--- src/common/brk_regs.svh ---
`ifndef BRK_REGS_SVH
`define BRK_REGS_SVH

// Device register addresses on the CPU side
`define BRK_LPE_STATUS_ADDR 16'hfe00
`define BRK_FLAG_CLR_ADDR 16'hfe03
`define BRK_ADDR_HIGH_ADDR 16'hfe0c
`define BRK_ADDR_LOW_ADDR 16'hfe0d
`define BRK_STAT_CTRL_ADDR 16'hfe0e

// Device field positions
`define BRK_ENABLE_BIT 7
`define BRK_ACTIVE_BIT 6
`define BRK_LPE_FLAG_BIT 1
`define BRK_FCE_BIT 7

// Reset values
`define BRK_BYTE_RESET 8'h00
`define BRK_WORD_RESET 32'h0000_0000

// Break vectors
`define BRK_VECTOR_NORMAL 16'hfffc
`define BRK_VECTOR_MONITOR 16'hfefc

// Controller APB register offsets
`define BRK_C_CTRL_OFS 8'h00
`define BRK_C_FETCH_OFS 8'h04
`define BRK_C_REGACC_OFS 8'h08
`define BRK_C_STATUS_OFS 8'h0c
`define BRK_C_INT_STAT_OFS 8'h10
`define BRK_C_INT_MASK_OFS 8'h14
`define BRK_C_RTI_OFS 8'h18

// Controller field positions
`define BRK_C_STOP_BIT 0
`define BRK_C_WAIT_BIT 1
`define BRK_C_MON_BIT 2
`define BRK_C_LAST_BIT 16
`define BRK_C_WRITE_BIT 24
`define BRK_C_INT_ENTER_BIT 0
`define BRK_C_INT_WAKE_BIT 1
`define BRK_C_INT_READ_BIT 2

`endif

--- src/common/brk_pkg.sv ---
package brk_pkg;

    // Break state of the device end
    typedef enum logic [0:0]
    {
        BRK_RUN = 1'b0,
        BRK_HALTED = 1'b1
    } brk_state_e;

    // Byte and address types
    typedef logic [7:0] brk_byte_t;
    typedef logic [15:0] brk_addr_t;

endpackage

--- src/common/brk_link_if.sv ---
`timescale 1ns/10ps
interface brk_link_if;
    // Address bus compare inputs
    brk_pkg::brk_addr_t cpu_addr;
    logic addr_is_pc;
    logic instr_last;
    // Register access
    logic reg_wr;
    logic reg_rd;
    brk_pkg::brk_addr_t reg_addr;
    brk_pkg::brk_byte_t reg_wdata;
    brk_pkg::brk_byte_t reg_rdata;
    // Break handshake
    logic brk_req;
    logic swi_taken;
    logic rti_done;
    logic break_state;
    // Low power
    logic in_stop;
    logic in_wait;
    logic wake;

    modport dev
    (
        input cpu_addr, addr_is_pc, instr_last, reg_wr, reg_rd, reg_addr,
        input reg_wdata, swi_taken, rti_done, in_stop, in_wait,
        output reg_rdata, brk_req, break_state, wake
    );
    modport cpu
    (
        output cpu_addr, addr_is_pc, instr_last, reg_wr, reg_rd, reg_addr,
        output reg_wdata, swi_taken, rti_done, in_stop, in_wait,
        input reg_rdata, brk_req, break_state, wake
    );
endinterface

--- src/core/brk_unit.sv ---
// Local design decision: the APB slave port.
`timescale 1ns/10ps
`include "brk_regs.svh"
module brk_unit
(
    // Clock and reset
    input wire logic mclk,
    input wire logic arst_n,
    // Link to the CPU core
    brk_link_if.dev link,
    // Test voltage detector on the reset pin, asynchronous
    input wire logic test_high_voltage,
    // Outputs to the rest of the chip
    output logic timer_halt,
    output logic watchdog_disable,
    output logic flag_clear_allowed
);

    // True when a register access targets the given address
    function automatic logic hit(input brk_pkg::brk_addr_t a,
                                 input brk_pkg::brk_addr_t ofs);
        hit = (a == ofs);
    endfunction

    // Breakpoint address bytes
    brk_pkg::brk_byte_t addr_high_reg;
    brk_pkg::brk_byte_t addr_low_reg;
    // Control and status bits
    logic break_enable_bit_reg;
    logic break_active_bit_reg;
    logic low_power_exit_flag_reg;
    logic flag_clear_enable_reg;
    // Request held until the CPU takes it
    logic pending_reg;
    // Break state machine
    brk_pkg::brk_state_e state_reg;
    // Test voltage synchroniser
    logic tst_meta_reg;
    logic tst_sync_reg;
    // Registered read data
    brk_pkg::brk_byte_t rdata_reg;

    // Decoded writes
    logic wr_high;
    logic wr_low;
    logic wr_scr;
    logic wr_lpe;
    logic wr_fce;
    // Address match and request
    logic match;
    logic in_break;
    logic req;

    assign wr_high = link.reg_wr && hit(link.reg_addr, `BRK_ADDR_HIGH_ADDR);
    assign wr_low = link.reg_wr && hit(link.reg_addr, `BRK_ADDR_LOW_ADDR);
    assign wr_scr = link.reg_wr && hit(link.reg_addr, `BRK_STAT_CTRL_ADDR);
    assign wr_lpe = link.reg_wr && hit(link.reg_addr, `BRK_LPE_STATUS_ADDR);
    assign wr_fce = link.reg_wr && hit(link.reg_addr, `BRK_FLAG_CLR_ADDR);

    assign in_break = (state_reg == brk_pkg::BRK_HALTED);

    // Compare only addresses the program counter drove, full 16 bits
    assign match = break_enable_bit_reg
        && link.addr_is_pc
        && (link.cpu_addr == {addr_high_reg, addr_low_reg})
        && !in_break;

    // The live match joins the held request so that a match on the final
    // cycle of an instruction is seen at that boundary, not one later
    assign req = (match || pending_reg) && !in_break;
    assign link.brk_req = req;
    assign link.break_state = in_break;

    // Wake request while the core sleeps; the core leaves stop or wait
    assign link.wake = req
        && (link.in_stop || link.in_wait);

    // Chip side effects of the break state
    assign timer_halt = in_break;
    assign watchdog_disable = in_break && tst_sync_reg;
    // Peripherals honour status clears only when this is high
    assign flag_clear_allowed = !in_break || flag_clear_enable_reg;
    assign link.reg_rdata = rdata_reg;

    // Two-stage synchroniser for the test voltage detector
    always_ff @(posedge mclk or negedge arst_n)
    begin
        if (!arst_n)
        begin
            tst_meta_reg <= 1'b0;
            tst_sync_reg <= 1'b0;
        end
        else
        begin
            tst_meta_reg <= test_high_voltage;
            tst_sync_reg <= tst_meta_reg;
        end
    end

    // Breakpoint address bytes, plain read/write
    always_ff @(posedge mclk or negedge arst_n)
    begin
        if (!arst_n)
        begin
            addr_high_reg <= `BRK_BYTE_RESET;
            addr_low_reg <= `BRK_BYTE_RESET;
        end
        else
        begin
            // High byte
            if (wr_high)
            begin
                addr_high_reg <= link.reg_wdata;
            end
            // Low byte
            if (wr_low)
            begin
                addr_low_reg <= link.reg_wdata;
            end
        end
    end

    // Break enable, written either way by software
    always_ff @(posedge mclk or negedge arst_n)
    begin
        if (!arst_n)
        begin
            break_enable_bit_reg <= 1'b0;
        end
        else if (wr_scr)
        begin
            break_enable_bit_reg <= link.reg_wdata[`BRK_ENABLE_BIT];
        end
    end

    // Break active: a match sets it and wins over a same-cycle clear
    always_ff @(posedge mclk or negedge arst_n)
    begin
        if (!arst_n)
        begin
            break_active_bit_reg <= 1'b0;
        end
        else if (match)
        begin
            break_active_bit_reg <= 1'b1;
        end
        else if (wr_scr)
        begin
            // One requests a break, zero clears before leaving
            break_active_bit_reg <= link.reg_wdata[`BRK_ACTIVE_BIT];
        end
    end

    // Held request: set by a match or a software write of one, dropped
    // when the core reports it has taken the break
    always_ff @(posedge mclk or negedge arst_n)
    begin
        if (!arst_n)
        begin
            pending_reg <= 1'b0;
        end
        else if (link.swi_taken)
        begin
            pending_reg <= 1'b0;
        end
        else if (match)
        begin
            pending_reg <= 1'b1;
        end
        else if (wr_scr && link.reg_wdata[`BRK_ACTIVE_BIT] && !in_break)
        begin
            pending_reg <= 1'b1;
        end
    end

    // Break state: entered when the core takes the interrupt opcode,
    // left on the return from interrupt
    always_ff @(posedge mclk or negedge arst_n)
    begin
        if (!arst_n)
        begin
            state_reg <= brk_pkg::BRK_RUN;
        end
        else
        begin
            case (state_reg)
                brk_pkg::BRK_RUN:
                begin
                    // Core vectors to the break routine
                    if (link.swi_taken)
                    begin
                        state_reg <= brk_pkg::BRK_HALTED;
                    end
                end
                brk_pkg::BRK_HALTED:
                begin
                    // Return from interrupt ends the break
                    if (link.rti_done)
                    begin
                        state_reg <= brk_pkg::BRK_RUN;
                    end
                end
                default:
                begin
                    state_reg <= brk_pkg::BRK_RUN;
                end
            endcase
        end
    end

    // Low power exit flag: set wins over a write of zero; writing one
    // leaves it alone. Not gated by the clear enable, since the break
    // routine itself must be able to clear it
    always_ff @(posedge mclk or negedge arst_n)
    begin
        if (!arst_n)
        begin
            low_power_exit_flag_reg <= 1'b0;
        end
        else if (link.wake)
        begin
            low_power_exit_flag_reg <= 1'b1;
        end
        else if (wr_lpe && !link.reg_wdata[`BRK_LPE_FLAG_BIT])
        begin
            low_power_exit_flag_reg <= 1'b0;
        end
    end

    // Flag clear enable, plain read/write
    always_ff @(posedge mclk or negedge arst_n)
    begin
        if (!arst_n)
        begin
            flag_clear_enable_reg <= 1'b0;
        end
        else if (wr_fce)
        begin
            flag_clear_enable_reg <= link.reg_wdata[`BRK_FCE_BIT];
        end
    end

    // Read data, registered one cycle after the read strobe
    always_ff @(posedge mclk or negedge arst_n)
    begin
        if (!arst_n)
        begin
            rdata_reg <= `BRK_BYTE_RESET;
        end
        else if (link.reg_rd)
        begin
            // Unused and reserved bits read as zero
            rdata_reg <= `BRK_BYTE_RESET;
            if (hit(link.reg_addr, `BRK_ADDR_HIGH_ADDR))
            begin
                rdata_reg <= addr_high_reg;
            end
            else if (hit(link.reg_addr, `BRK_ADDR_LOW_ADDR))
            begin
                rdata_reg <= addr_low_reg;
            end
            else if (hit(link.reg_addr, `BRK_STAT_CTRL_ADDR))
            begin
                rdata_reg[`BRK_ENABLE_BIT] <= break_enable_bit_reg;
                rdata_reg[`BRK_ACTIVE_BIT] <= break_active_bit_reg;
            end
            else if (hit(link.reg_addr, `BRK_LPE_STATUS_ADDR))
            begin
                rdata_reg[`BRK_LPE_FLAG_BIT] <=
                    low_power_exit_flag_reg;
            end
            else if (hit(link.reg_addr, `BRK_FLAG_CLR_ADDR))
            begin
                rdata_reg[`BRK_FCE_BIT] <= flag_clear_enable_reg;
            end
        end
    end

endmodule

--- src/flat_wrapper.sv ---
// flat-port wrapper written by rule: the top's interface ports become plain ports
module brk_unit_flat 
  (mclk, arst_n, test_high_voltage, timer_halt, watchdog_disable, flag_clear_allowed, link_cpu_addr, link_addr_is_pc, link_instr_last, link_reg_wr, link_reg_rd, link_reg_addr, link_reg_wdata, link_swi_taken, link_rti_done, link_in_stop, link_in_wait, link_reg_rdata, link_brk_req, link_break_state, link_wake);
  brk_link_if link_i ();
  input wire logic mclk;
  input wire logic arst_n;
  input wire logic test_high_voltage;
  output logic timer_halt;
  output logic watchdog_disable;
  output logic flag_clear_allowed;
  input wire logic [$bits(link_i.cpu_addr)-1:0] link_cpu_addr;
  input wire logic [$bits(link_i.addr_is_pc)-1:0] link_addr_is_pc;
  input wire logic [$bits(link_i.instr_last)-1:0] link_instr_last;
  input wire logic [$bits(link_i.reg_wr)-1:0] link_reg_wr;
  input wire logic [$bits(link_i.reg_rd)-1:0] link_reg_rd;
  input wire logic [$bits(link_i.reg_addr)-1:0] link_reg_addr;
  input wire logic [$bits(link_i.reg_wdata)-1:0] link_reg_wdata;
  input wire logic [$bits(link_i.swi_taken)-1:0] link_swi_taken;
  input wire logic [$bits(link_i.rti_done)-1:0] link_rti_done;
  input wire logic [$bits(link_i.in_stop)-1:0] link_in_stop;
  input wire logic [$bits(link_i.in_wait)-1:0] link_in_wait;
  output wire logic [$bits(link_i.reg_rdata)-1:0] link_reg_rdata;
  output wire logic [$bits(link_i.brk_req)-1:0] link_brk_req;
  output wire logic [$bits(link_i.break_state)-1:0] link_break_state;
  output wire logic [$bits(link_i.wake)-1:0] link_wake;
  assign link_i.cpu_addr = link_cpu_addr;
  assign link_i.addr_is_pc = link_addr_is_pc;
  assign link_i.instr_last = link_instr_last;
  assign link_i.reg_wr = link_reg_wr;
  assign link_i.reg_rd = link_reg_rd;
  assign link_i.reg_addr = link_reg_addr;
  assign link_i.reg_wdata = link_reg_wdata;
  assign link_i.swi_taken = link_swi_taken;
  assign link_i.rti_done = link_rti_done;
  assign link_i.in_stop = link_in_stop;
  assign link_i.in_wait = link_in_wait;
  assign link_reg_rdata = link_i.reg_rdata;
  assign link_brk_req = link_i.brk_req;
  assign link_break_state = link_i.break_state;
  assign link_wake = link_i.wake;
  brk_unit u_core (.mclk(mclk), .arst_n(arst_n), .link(link_i), .test_high_voltage(test_high_voltage), .timer_halt(timer_halt), .watchdog_disable(watchdog_disable), .flag_clear_allowed(flag_clear_allowed));
endmodule
--- config.mk ---
export PLATFORM = sky130hd
export DESIGN_NAME = brk_unit_flat
export DESIGN_NICKNAME = d
export VERILOG_FILES = /design/src/common/brk_pkg.sv /design/src/common/brk_link_if.sv /design/src/core/brk_unit.sv /design/src/flat_wrapper.sv
export VERILOG_INCLUDE_DIRS = /design/src /design/src/common
export SDC_FILE = /design/constraint.sdc
export NUM_CORES = 1
export LEC_CHECK = 0
export ABC_AREA = 1
export CORE_ASPECT_RATIO = 0.9
export CORE_MARGIN = 1
export CORE_UTILIZATION = 45
export CTS_BUF_LIST = sky130_fd_sc_hd__clkbuf_2
export DETAILED_ROUTE_END_ITERATION = 10
export DONT_BUFFER_PORTS = 1
export GPL_ROUTABILITY_DRIVEN = 0
export MAX_ROUTING_LAYER = met4
export PLACE_DENSITY = 0.6
export SLEW_MARGIN = 10
export SYNTH_ARGS = -nofsm -noshare
export SYNTH_HDL_FRONTEND = slang
export SYNTH_SLANG_ARGS = --single-unit
export TNS_END_PERCENT = 50
--- constraint.sdc ---
create_clock -name mclk -period 1.9 [get_ports mclk]
set_input_delay 0.095 -clock mclk [delete_from_list [all_inputs] [get_ports mclk]]
set_output_delay 0.095 -clock mclk [all_outputs]
set_load 0.05 [all_outputs]
==> results.json <==
{
  "antenna_found_initial": 0,
  "failing_checks": "DRC",
  "tightestPinTransition_ns": 0.4886,
  "dominant_cells_by_area_after_synthesis": "dfrtp_1 (42%), nand2_1 (16%), inv_1 (8.2%), o21ai_2 (7.3%), nor2_1 (4.7%)",
  "first_iter_violations": 76,
  "worst_r2r_path_depth": 10,
  "power-per-cell-area_nw_per_um2": 522.2,
  "fraction_of_post_synthesis_cell_area_in_the_top_cell_type_by_area_pct": 41.67,
  "dieWidth_um": 70.89,
  "design.portCount": 65,
  "combined_area_of_the_multi_input_logic_cells_um2": 935.9,
  "vias": 1632,
  "holdPathStages": 4,
  "cts_max_path_buffers": 2,
  "yosysUniqueCellTypes": 26,
  "area.growth.synth_to_final_pct": 22.66,
  "drive_gt1_share_pct": 21.84,
  "synthDominantAreaCellType": "dfrtp_1",
  "power.ir.vdd_worst_uv": 402.9,
  "critPathArrivalTime_ns": 1.77,
  "final.period_utilization_pct": 98.02,
  "synth_enable_flop_cells": 0,
  "finalMaxSlewViolations": 0,
  "syn_area_um2": 1922,
  "detail_route.wl_per_cell_um": 12.38,
  "core-area_um2": 4074,
  "synth_cells": 255,
  "synth-warning-count": 0,
  "endpoint_kind": "output port",
  "dpl_worst_slack_ns": 0.3504,
  "ys_seq_elements": 32,
  "drc": 4,
  "seqCellArea_um2": 800.8,
  "first_global_vias": 1559,
  "synthesis.nets": 306,
  "leakagePower_nw": 1.240,
  "synth.yosys.seq_area_share_pct": 41.67,
  "worst_slew_margin_rel_pct": 67.43,
  "floorplan.rows": 22,
  "cts-root-buf": "clkbuf_2",
  "dominantRegCellSynth": "dfrtp_1",
  "grt_first_pass_wirelength_um": 6969,
  "finClkSkew_ns": 0.02968,
  "clk_latency_ns": 0.38,
  "grt.total_usage_pct": 20.57,
  "grt_setup_unrepaired": "true",
  "global_route.overflow_total": 0,
  "timing.final.setup_violations": 0,
  "clkTransAtPathRegs_ns": 0.19,
  "synth_async_sr_flop_share_pct": 100.0,
  "fmax_mhz": 536.9,
  "cts_inserted_buffers": 5,
  "grt_max_degree": 33,
  "finalCriticalPeriod_ns": 1.862,
  "initial_standard_cell_utilization_of_the_core_pct": 47.17,
  "cp_data_required_time_ns": 1.80,
  "place.port_buffers": 0,
  "worst_hold_path_type": "in -> reg",
  "drt-vias-per-instance": 4.786,
  "htreeDepth": 2,
  "fin_total_pwr_mw": 1.231,
  "crit_fanout": 3,
  "dieArea_um2": 4536,
  "floorplan.die.height_um": 64.00,
  "hold_vio_cnt_final": 0,
  "cp-start-kind": "flip-flop",
  "antenna-diode-count": 0,
  "num-nets-final": 343,
  "fillers": 378,
  "max_cap_violations": 0,
  "dp.final_hpwl_um": 2965,
  "setup_slack_ns": 0.03753,
  "status": "complete, but fails checks",
  "cts_sinks": 32,
  "final_antenna_net_count": 0,
  "timing_worst_setup_path_type": "reg -> out",
  "drt-total-wl_um": 4222,
  "cts_tree": "done",
  "dr.pass1.iters": 7,
  "synth_area_per_inst_um2": 7.537
}
==> where the power goes <==
| group | leakage (nW) | internal (mW) | total, mW | switching [mW] |
|---|---|---|---|---|
| combinational | 0.784 | 0.0665 | 0.177 | 0.110 |
| sequential | 0.426 | 0.696 | 0.730 | 0.0345 |
| clock | 0.0302 | 0.0824 | 0.324 | 0.242 |
==> cell usage after synthesis, types with 2 or more instances <==
library cell / count
nor2_2: 3
nand4_1: 3
nor3_1: 2
and2_1: 2
o21ai_1: 2
buf_6: 2
dfrtp_1: 32
nor2_8: 2
nor2_1: 24
nand3_1: 12
inv_1: 42
a31oi_1: 5
xnor2_1: 7
nand2_2: 6
buf_4: 2
o21ai_2: 16
nand2_1: 82
nand2_4: 3
==> placed cells by master (no fill, tap or decap), drive strengths merged, types with 2 or more instances in the layout <==
cell type / count
nand2: 91
inv: 43
dfrtp: 32
nor2: 29
dlygate4sd3: 20
o21ai: 19
buf: 14
nand3: 13
xnor2: 7
a31oi: 5
clkbuf: 5
clkinv: 4
nand4: 3
nor3: 2
and2: 2
==> routing by layer <==
metal,vias up,global-route usage (%),routed length (um)
li1,855,-,-
met2,39,31.13,1874
met3,7,4.574,178
met4,0,6.750,63
met1,731,27.48,2105
met5,-,-,0
==> worst max-delay path: stages, from the launching register on <==
cell and delay [ns]:
dfrtp_1 0.44, nor2_1 0.11, nor2_1 0.06, nor2_2 0.11, nand2_1 0.07, nor2_2 0.11, nand3_2 0.09, nand2_2 0.10
nand3_2 0.08, inv_2 0.08, buf_12 0.13
==> worst paths after layout <==
kind,startpoint,end,slack [ns]
min in group asynchronous,arst_n,u_core.link.reg_rdata[2],0.13
setup / recovery,u_core.addr_low_reg[1],link_wake,0.04
hold reg to reg,u_core.tst_meta_reg,u_core.tst_sync_reg,0.38
max in group asynchronous,arst_n,u_core.addr_high_reg[2],1.56
setup reg to reg,u_core.addr_low_reg[1],u_core.low_power_exit_flag_reg,0.04
hold / removal,link_reg_addr[0],u_core.link.reg_rdata[3],0.02
==> what timing repair did <==
item	CTS	global route
endpoints found under the hold margin	63	0
pin swaps	1	7
endpoints found under the setup margin	2	4
buffers inserted	4	4
hold buffers	22	0
resized for setup	4	6
==> final cells by class <==
type	instances	area share, %
Clock inverter	3	0.5839
Sequential cell	32	33.97
Multi-Input combinational cell	174	39.70
Clock buffer	5	1.062
Timing Repair Buffer	35	15.07
Inverter	44	7.059
Tap cell	48	2.548
==> per-stage QoR <==
step / std cells / instance area [um2] / hold slack (ns) / setup TNS, ns / utilization [%]
after floorplan: 255 / 1922 / -0.2006 / 0 / -
after global placement: 303 / 2003 / -0.1996 / 0 / 49.17
after detailed placement: 303 / 2003 / -0.1996 / 0 / 49.17
after CTS: 337 / 2315 / 0.01784 / 0 / 56.82
after global routing: 341 / 2357 / 0.009553 / -0.2577 / 57.86
final: 341 / 2357 / 0.01644 / 0 / 57.86
==> cells by family after synthesis <==
| group | Yosys count | synth area share (%) |
|---|---|---|
| AND/OR/NAND/NOR | 140 | 33.27 |
| buffers and inverters | 49 | 10.81 |
| flip-flops | 32 | 41.67 |
| AO/OA/AOI/OAI | 27 | 11.07 |
| XOR/XNOR | 7 | 3.190 |
(Power assumes the default switching activity.)
